<file path="config.mk">
export PLATFORM = sky130hd
export DESIGN_NAME = fdp_transfer
export DESIGN_NICKNAME = d
export VERILOG_FILES = /design/src/inc/fdp_pkg.sv /design/src/logic/fdp_transfer.sv
export VERILOG_INCLUDE_DIRS = /design/src /design/src/inc
export SDC_FILE = /design/constraint.sdc
export NUM_CORES = 1
export LEC_CHECK = 0
export BUFFER_PORTS_ARGS = -buffer_cell sky130_fd_sc_hd__buf_2
export CORE_MARGIN = 3
export CORE_UTILIZATION = 50
export DETAILED_ROUTE_END_ITERATION = 12
export HOLD_SLACK_MARGIN = 0.05
export PLACE_DENSITY_LB_ADDON = 0.15
export SYNTH_ARGS = -nofsm -noshare
export SYNTH_HDL_FRONTEND = slang
export SYNTH_SLANG_ARGS = --single-unit
</file>
<file path="constraint.sdc">
create_clock -name clk_sys -period 2.1 [get_ports clk_sys]
set_clock_uncertainty 0.15 [all_clocks]
set_input_delay 0.105 -clock clk_sys [delete_from_list [all_inputs] [get_ports clk_sys]]
set_output_delay 0.105 -clock clk_sys [all_outputs]
set_load 0.01 [all_outputs]
</file>
<file path="src/inc/fdp_defines.svh">
// constants for the floppy dma transfer path
// assumes inclusion from the package and the design module only
`ifndef FDP_DEFINES_SVH
`define FDP_DEFINES_SVH
`define FDP_LO_LAST_TRACK 7'h27
`define FDP_HI_LAST_TRACK 7'h4f
`define FDP_FIRST_SECTOR 5'h01
`define FDP_LAST_SECTOR 5'h10
`define FDP_SECTOR_BYTES 9'h100
`define FDP_MOTOR_MS 32'd2000
`define FDP_CLK_MHZ 32'd100
`define FDP_WIN_CYC 8'h28
`define FDP_WIN_MID 8'h14
`endif

</file>
<file path="src/inc/fdp_pkg.sv">
// types for the floppy dma transfer path
// assumes fdp_defines.svh sits in the include path
package fdp_pkg;
  `include "fdp_defines.svh"
  typedef enum logic [1:0] {
    FDP_OP_READ,
    FDP_OP_WRITE,
    FDP_OP_FORMAT
  } fdp_op_t;
  typedef struct packed {
    logic [6:0] track;
    logic side;
    logic [4:0] sector;
  } fdp_chs_t;
  typedef struct packed {
    logic mem_rd;
    logic mem_wr;
    logic [7:0] data;
  } fdp_mem_t;
endpackage : fdp_pkg

</file>
<file path="src/logic/fdp_transfer.sv">
// floppy dma transfer path: request/hold/ack handshake, drive select,
// sector id handling, window recentring and motor-stop timer
// assumes a synchronous system with external cpu, memory and drives
// Notes on behaviour
// RULE1 - one request per byte goes to both dma and separator.
// RULE2 - a pending request makes the dma side raise bus hold request.
// RULE3 - the cpu side releases the bus and then returns hold acknowledge.
// RULE4 - after hold acknowledge the dma side asserts transfer acknowledge.
// RULE5 - while holding the bus the dma side moves each byte without the cpu.
// RULE6 - low format: tracks 0-39, sectors 1-16, whole 256-byte sectors.
// RULE7 - high format uses tracks 0 to 79, sectors 1 to 16 per side.
// RULE8 - on the high interface a low format disk may only be read.
// RULE9 - any one of four drives may be selected.
// RULE10 - high variant: selects 0-2 from controller, 3 from sound port bit.
// RULE11 - the separator splits read pulses and recentres data in its window.
// RULE12 - a separator timer produces the spindle motor stop signal.
// RULE13 - sector id: track, side, sector; set by format, matched on access.
// RULE14 - at most one drive select line is active at a time.
`timescale 1ns/1ps
`include "fdp_defines.svh"
module fdp_transfer
  import fdp_pkg::*;
#(
  parameter int MOTOR_CYC = (`FDP_MOTOR_MS * `FDP_CLK_MHZ * 32'd1000)
) (
  input wire logic clk_sys,
  input wire logic resetn,
  input wire logic start,
  input wire fdp_op_t op,
  input wire fdp_chs_t target,
  input wire logic [1:0] drive_num,
  input wire logic hi_iface,
  input wire logic disk_hi_fmt,
  input wire logic sound_port_bit,
  input wire logic bus_hold_ack,
  input wire logic [7:0] mem_rdata,
  input wire logic read_stream,
  input wire logic id_valid,
  input wire fdp_chs_t id_seen,
  input wire logic [7:0] disk_rdata,
  output logic bus_hold_request,
  output logic xfer_request,
  output logic xfer_ack,
  output fdp_mem_t mem_bus,
  output logic [7:0] disk_wdata,
  output logic disk_wstrobe,
  output logic id_write,
  output logic [2:0] drive_select_low,
  output logic drive_select_fourth,
  output logic motor_stop,
  output logic sep_clock_pulse,
  output logic sep_data_pulse,
  output logic busy,
  output logic refused
);
  // ------------------------------------------------------------
  // input synchronisers
  // ------------------------------------------------------------
  // both arrive from outside this clock, so two flops before any use
  logic hold_ack_s1_ff, hold_ack_s2_ff, rs_s1_ff, rs_s2_ff, rs_d_ff;
  always_ff @(posedge clk_sys) begin
    if (!resetn) begin
      hold_ack_s1_ff <= 1'b0;
      hold_ack_s2_ff <= 1'b0;
      rs_s1_ff <= 1'b0;
      rs_s2_ff <= 1'b0;
      rs_d_ff <= 1'b0;
    end else begin
      hold_ack_s1_ff <= bus_hold_ack;
      hold_ack_s2_ff <= hold_ack_s1_ff;
      rs_s1_ff <= read_stream;
      rs_s2_ff <= rs_s1_ff;
      rs_d_ff <= rs_s2_ff;
    end
  end
  wire rs_rise = rs_s2_ff & ~rs_d_ff;

  // ------------------------------------------------------------
  // command check and sector id match
  // ------------------------------------------------------------
  logic [6:0] last_trk;
  logic cmd_ok;
  // RULE6 RULE7 address range per format
  assign last_trk = disk_hi_fmt ? `FDP_HI_LAST_TRACK : `FDP_LO_LAST_TRACK;
  always_comb begin
    cmd_ok = (target.track <= last_trk) &&
             (target.sector >= `FDP_FIRST_SECTOR) &&
             (target.sector <= `FDP_LAST_SECTOR);
    // RULE8 low format on high interface is read only
    if (hi_iface && !disk_hi_fmt && op != FDP_OP_READ) begin
      cmd_ok = 1'b0;
    end
  end

  typedef enum logic [2:0] {
    ST_IDLE, ST_SEEK, ST_REQ, ST_HOLD, ST_MOVE, ST_DONE
  } fdp_state_t;
  fdp_state_t state_ff;
  fdp_op_t op_ff;
  fdp_chs_t chs_ff;
  logic [8:0] cnt_ff;
  logic id_match;
  // RULE13 sector located by id field match
  assign id_match = id_valid && (id_seen == chs_ff);

  // ------------------------------------------------------------
  // transfer sequencer
  // ------------------------------------------------------------
  always_ff @(posedge clk_sys) begin
    if (!resetn) begin
      state_ff <= ST_IDLE;
      op_ff <= FDP_OP_READ;
      chs_ff <= '0;
      cnt_ff <= 9'h000;
      refused <= 1'b0;
    end else begin
      refused <= 1'b0;
      case (state_ff)
        ST_IDLE: begin
          if (start && cmd_ok) begin
            state_ff <= (op == FDP_OP_FORMAT) ? ST_REQ : ST_SEEK;
            op_ff <= op;
            chs_ff <= target;
            cnt_ff <= 9'h000;
          end else if (start) begin
            refused <= 1'b1;
          end
        end
        ST_SEEK: begin
          if (id_match) begin
            state_ff <= ST_REQ;
          end
        end
        // RULE2 request leads to hold request
        ST_REQ: state_ff <= ST_HOLD;
        ST_HOLD: begin
          // RULE3 wait for the cpu side to grant the bus
          if (hold_ack_s2_ff) begin
            state_ff <= ST_MOVE;
          end
        end
        ST_MOVE: begin
          // RULE6 whole sectors of 256 bytes
          if (cnt_ff == `FDP_SECTOR_BYTES - 9'h001) begin
            state_ff <= ST_DONE;
          end else begin
            cnt_ff <= cnt_ff + 9'h001;
            state_ff <= ST_REQ;
          end
        end
        ST_DONE: begin
          if (!hold_ack_s2_ff) begin
            state_ff <= ST_IDLE;
          end
        end
        default: state_ff <= ST_IDLE;
      endcase
    end
  end

  // RULE1 one request per byte, shared with the separator
  assign xfer_request = (state_ff == ST_REQ) || (state_ff == ST_HOLD);
  // RULE2 hold request while a byte waits or moves
  assign bus_hold_request = xfer_request || (state_ff == ST_MOVE);
  // RULE4 ack only once hold acknowledge is seen
  assign xfer_ack = (state_ff == ST_MOVE);
  assign busy = (state_ff != ST_IDLE);
  // RULE13 id field written only when formatting
  assign id_write = (state_ff == ST_MOVE) && (op_ff == FDP_OP_FORMAT);

  // ------------------------------------------------------------
  // byte move on the system bus
  // ------------------------------------------------------------
  always_ff @(posedge clk_sys) begin
    if (!resetn) begin
      mem_bus <= '0;
      disk_wdata <= 8'h00;
      disk_wstrobe <= 1'b0;
    end else begin
      // RULE5 dma moves the byte without the cpu
      mem_bus.mem_wr <= (state_ff == ST_MOVE) && (op_ff == FDP_OP_READ);
      mem_bus.mem_rd <= (state_ff == ST_HOLD) && hold_ack_s2_ff &&
                        (op_ff != FDP_OP_READ);
      disk_wstrobe <= (state_ff == ST_MOVE) && (op_ff != FDP_OP_READ);
      if (state_ff == ST_MOVE) begin
        mem_bus.data <= disk_rdata;
        disk_wdata <= mem_rdata;
      end
    end
  end

  // ------------------------------------------------------------
  // drive select
  // ------------------------------------------------------------
  logic [1:0] drv_ff;
  always_ff @(posedge clk_sys) begin
    if (!resetn) begin
      drv_ff <= 2'h0;
    end else if (state_ff == ST_IDLE && start) begin
      // RULE9 any of four drives
      drv_ff <= drive_num;
    end
  end
  always_ff @(posedge clk_sys) begin
    if (!resetn) begin
      drive_select_low <= 3'h0;
      drive_select_fourth <= 1'b0;
    end else begin
      // RULE14 one-hot select, at most one line
      drive_select_low <= (busy && drv_ff != 2'h3) ?
                          3'(3'h1 << drv_ff) : 3'h0;
      // RULE10 fourth line gated by the sound generator port bit on the high interface only
      drive_select_fourth <= busy && drv_ff == 2'h3 &&
                             (hi_iface ? sound_port_bit : 1'b1);
    end
  end

  // ------------------------------------------------------------
  // data separator: window recentring
  // ------------------------------------------------------------
  logic [7:0] win_ff;
  logic slot_ff, pend_ff;
  always_ff @(posedge clk_sys) begin
    if (!resetn) begin
      win_ff <= 8'h00;
      slot_ff <= 1'b0;
      pend_ff <= 1'b0;
      sep_clock_pulse <= 1'b0;
      sep_data_pulse <= 1'b0;
    end else begin
      sep_clock_pulse <= 1'b0;
      sep_data_pulse <= 1'b0;
      // RULE11 alternate clock and data windows
      if (win_ff == `FDP_WIN_CYC - 8'h01) begin
        win_ff <= 8'h00;
        slot_ff <= ~slot_ff;
      end else begin
        win_ff <= win_ff + 8'h01;
      end
      if (rs_rise && !slot_ff) begin
        sep_clock_pulse <= 1'b1;
      end
      if (rs_rise && slot_ff) begin
        pend_ff <= 1'b1;
      end
      // RULE11 data released at window centre
      if (slot_ff && win_ff == `FDP_WIN_MID && (pend_ff || rs_rise)) begin
        sep_data_pulse <= 1'b1;
        pend_ff <= 1'b0;
      end else if (!slot_ff) begin
        pend_ff <= 1'b0;
      end
    end
  end

  // ------------------------------------------------------------
  // motor stop timer
  // ------------------------------------------------------------
  logic [31:0] idle_ff;
  always_ff @(posedge clk_sys) begin
    if (!resetn) begin
      idle_ff <= 32'h0;
      motor_stop <= 1'b1;
    end else if (xfer_request || busy) begin
      idle_ff <= 32'h0;
      motor_stop <= 1'b0;
    end else if (idle_ff >= 32'(MOTOR_CYC) - 32'h1) begin
      // RULE12 timer stops the spindle
      motor_stop <= 1'b1;
    end else begin
      idle_ff <= idle_ff + 32'h1;
    end
  end

  // ------------------------------------------------------------
  // checks
  // ------------------------------------------------------------
  chk_ack_after_hold: assert property (@(posedge clk_sys) disable iff (!resetn)
    $rose(xfer_ack) |-> $past(hold_ack_s2_ff)) // RULE4
    else $error("ack without hold acknowledge");
  chk_hold_follows_req: assert property (@(posedge clk_sys)
    disable iff (!resetn)
    xfer_request |-> bus_hold_request) // RULE2
    else $error("request without hold request");
  chk_req_one_byte: assert property (@(posedge clk_sys) disable iff (!resetn)
    xfer_ack |=> !xfer_ack) // RULE1
    else $error("ack longer than one byte");
  chk_one_select: assert property (@(posedge clk_sys) disable iff (!resetn)
    $onehot0({drive_select_low, drive_select_fourth})) // RULE14
    else $error("more than one drive selected");
  chk_low_fmt_ro: assert property (@(posedge clk_sys) disable iff (!resetn)
    (state_ff == ST_IDLE && start && hi_iface && !disk_hi_fmt &&
     op != FDP_OP_READ) |=> refused) // RULE8
    else $error("write to low format accepted");
  chk_id_write_fmt: assert property (@(posedge clk_sys) disable iff (!resetn)
    id_write |-> op_ff == FDP_OP_FORMAT) // RULE13
    else $error("id written outside format");
  chk_move_on_bus: assert property (@(posedge clk_sys) disable iff (!resetn)
    (xfer_ack && op_ff == FDP_OP_READ) |=> mem_bus.mem_wr) // RULE5
    else $error("byte not moved to memory");
  chk_motor_runs: assert property (@(posedge clk_sys) disable iff (!resetn)
    busy |=> !motor_stop) // RULE12
    else $error("motor stopped while busy");
endmodule : fdp_transfer

</file>
==> results.md <==
- Outcome: finished, violations left
- Failing checks: negative setup slack
- M1 GR Usage: 27.4%
- Mapped Area: 4550 um^2
- Synth area leader: dfxtp_1
- Placed Cells: 762
- Core area: 8760 um^2
- Sequential power share: 53.5%
- Nets: 775
- First drt pass iteration count: 4
- F_max: 437 MHz
- Reg-to-reg slack, setup: -0.19 ns
- Register area: 2070 um^2
- Final setup viols: 22
- Synthesized area per cell: 8.54 um^2
- GRT Total Usage: 22.1%
- Max clock buf depth: 2
- Top-count cell post-synth: dfxtp_1
- Via count: 4396
- Clk slew on worst S/H paths: 0.10 ns
- Post-synthesis net count: 595
- Reg2Reg Depth: 7
- Minimum clock period after layout: 2.29 ns
- Peak VDD IR: 330 uV
- DR vias/cell: 5.33
- Number of fill cells: 668
- Initial drt markers: 228
- Initial Utilization: 51.9%
- Final worst path period share: 109%
- Dominant synthesized flop cell: dfxtp_1
- Setup Crit Path Kind: reg -> reg
- Routability Congestion: 0.857
- ANT cells: 0
- Wirelength per Cell: 14.0 um
- Clock Tree Root: clkbuf_8
- Die Footprint: 10300 um^2
- Layout area overhead: 39.5%
- Die X-Extent: 101 um
- Gr ovfl total: 0
- Pin count of the biggest net entering global routing: 42
- Hold Path Origin: resetn
- Clock share of power: 35.3%
- IO Pins: 87
- Place WS: -0.173 ns
- CP Data Arrival Time: 2.39 ns
- Crit start category: register
- Required time worst endpoint: 2.20 ns
- Register area share after synthesis: 45.4%
- Layout Utilization: 72.3%
- Pleak: 2.62 nW
- Final hold slack: 0.0745 ns
- Cell Count, Final, Fillers Out: 825
- Layout cell share with drive strength beyond 1: 29.6%
- Top cells by area, synth: dfxtp_1, nand2_1, xnor2_1
- Clock Sinks: 103
- Row cnt: 34
- Multi-input logic area: 2490 um^2
- Internal: 2.79 mW
- Yosys cell types: 57
- Antenna-violating nets left: 0
- Switching part of the total power: 26.1%
- Maximum fanout along the worst path: 8
- Slowest cell on the critical path: or4_1
- Sw Pwr: 0.982 mW
- WHS Endpoint: motor_stop
- Initial antenna violation count: 0
- R2R Path Start: idle_ff[9]
- Final Hold Violating Endpoints: 0
- Top post-synthesis cells by count: dfxtp_1, nand2_1, nand3_1
- Tot Pwr: 3.77 mW
- Post-synth top area share: 45.4%
- H-tree depth: 3
- CP cell instances: or4_1, a311o_1, a211o_1, buf_6, buf_4, o21ai_1, a21oi_2
- Yosys warns: 0
- I/O Buffers: 86
- Total Negative Setup Slacks: -2.50 ns
- Power Density: 595 nW/um^2
- Slew headroom: 64.7%
- Slew @ Worst Pin: 0.526 ns
- Busiest grt layer: met2
- Setup ws final: -0.189 ns
- Syn Inst Count: 532
- Cell area after placement: 5510 um^2
- Met2 Use GR: 38.5%
- Met3 Use GR: 4.27%
- RSZ-0062 raised after global routing: yes
- Final WL: 11.6 mm
- Async S/R FF share, synth: 0%
- Max-Cap Viols: 0
- CTS tree: yes
- Post-synth EDFFs: 0
- HP Class: in -> reg
- Final HPWL DP: 7.64 mm
- Hold depth: 3
- Register bit count reported by yosys: 103
- Vias in the first global route: 4255
- Num CTS Buffers: 9
- Crit path largest cell delay: 0.50 ns
- Drc violations: 0
- Die Y: 101 um
- Skew-Pair Late Insertion Delay: 0.37 ns
- Final instance area: 6340 um^2
- Setup crit end kind: register
- RR Endpoint: idle_ff[3]
- First-pass GRT wire length: 18.6 mm
- Fin. max-slew vios: 0
- Comb pwr share: 11.2%
[power by group through the flow]
| stage | clock [mW] | combinational [mW] | sequential [mW] |
|---|---|---|---|
| 2_1_floorplan | 0 | 0.179 | 2.07 |
| 3_3_place_gp | 0 | 0.337 | 2.06 |
| 3_5_place_dp | 0 | 0.344 | 2.06 |
| 4_1_cts | 1.35 | 0.403 | 2.02 |
| 5_1_grt | 1.42 | 0.465 | 2.02 |
| 6_report | 1.33 | 0.423 | 2.02 |
[placed cells by master, fill, tap and decap left out, drive strengths merged, types with 19 or more instances in the layout]
cell type	synthesis	final
nand3	37	37
xnor2	22	22
a21boi	19	19
dlygate4sd3	0	39
a21oi	23	23
o21ai	32	32
nand2	82	82
buf	4	156
dfxtp	103	103
nor2	35	35
[what timing repair did]
action                                  4_1_cts  5_1_grt
endpoints found under the setup margin       28       52
hold buffers                                 39        0
hold endpoints to repair                     38        0
gates resized for setup                      14       24
pin swaps                                     5       14
setup buffers                                 6        3
[logic make-up after synthesis]
group / synth area share, %
simple gates: 26.8
compound gates: 15.1
flops: 45.4
buf+inv: 3.88
xor+xnor: 5.97
fa+ha+maj: 2.20
mux: 0.661
[layer usage]
metal  wire length, um  vias to the layer above
met3               383                       12
met1              5130                     2082
li1                  -                     2220
met5                 0                        -
met4               108                        0
met2              5960                       82
[registers in the layout (all words and copies together), names as in the netlist, 2 cells and up]
signal	count
idle_ff	32
chs_ff	13
mem_bus	10
cnt_ff	9
disk_wdata	8
win_ff	8
drive_select_low	3
state_ff	3
drv_ff	2
op_ff	2
[layout make-up]
type | instances | share of cell area [%]
clock inverter | 7 | 1.46
multi-input combinational | 388 | 39.2
timing repair buffer | 195 | 21.6
clock buffer | 9 | 1.95
inverter | 15 | 0.947
tap | 108 | 2.13
sequential | 103 | 32.7
[worst max path at each step]
stage / start / to / slack, ns / depth (start not counted)
floorplan: idle_ff[9] / idle_ff[19] / -0.12 / 5
global placement: idle_ff[9] / idle_ff[3] / -0.13 / 6
detailed placement: idle_ff[9] / idle_ff[11] / -0.17 / 6
CTS: idle_ff[9] / idle_ff[3] / -0.17 / 6
global route: idle_ff[10] / idle_ff[3] / -0.26 / 6
finish: idle_ff[9] / idle_ff[3] / -0.19 / 7
[worst max-delay path, delay by kind of cell, from the launching register on]
kind	cells	cell delay (ns)
AND/OR/NAND/NOR	1	0.50
flip-flops	1	0.33
buffers and inverters	2	0.30
AO/OA/AOI/OAI	4	0.91
Note: power is estimated with default switching activity, not from simulation.
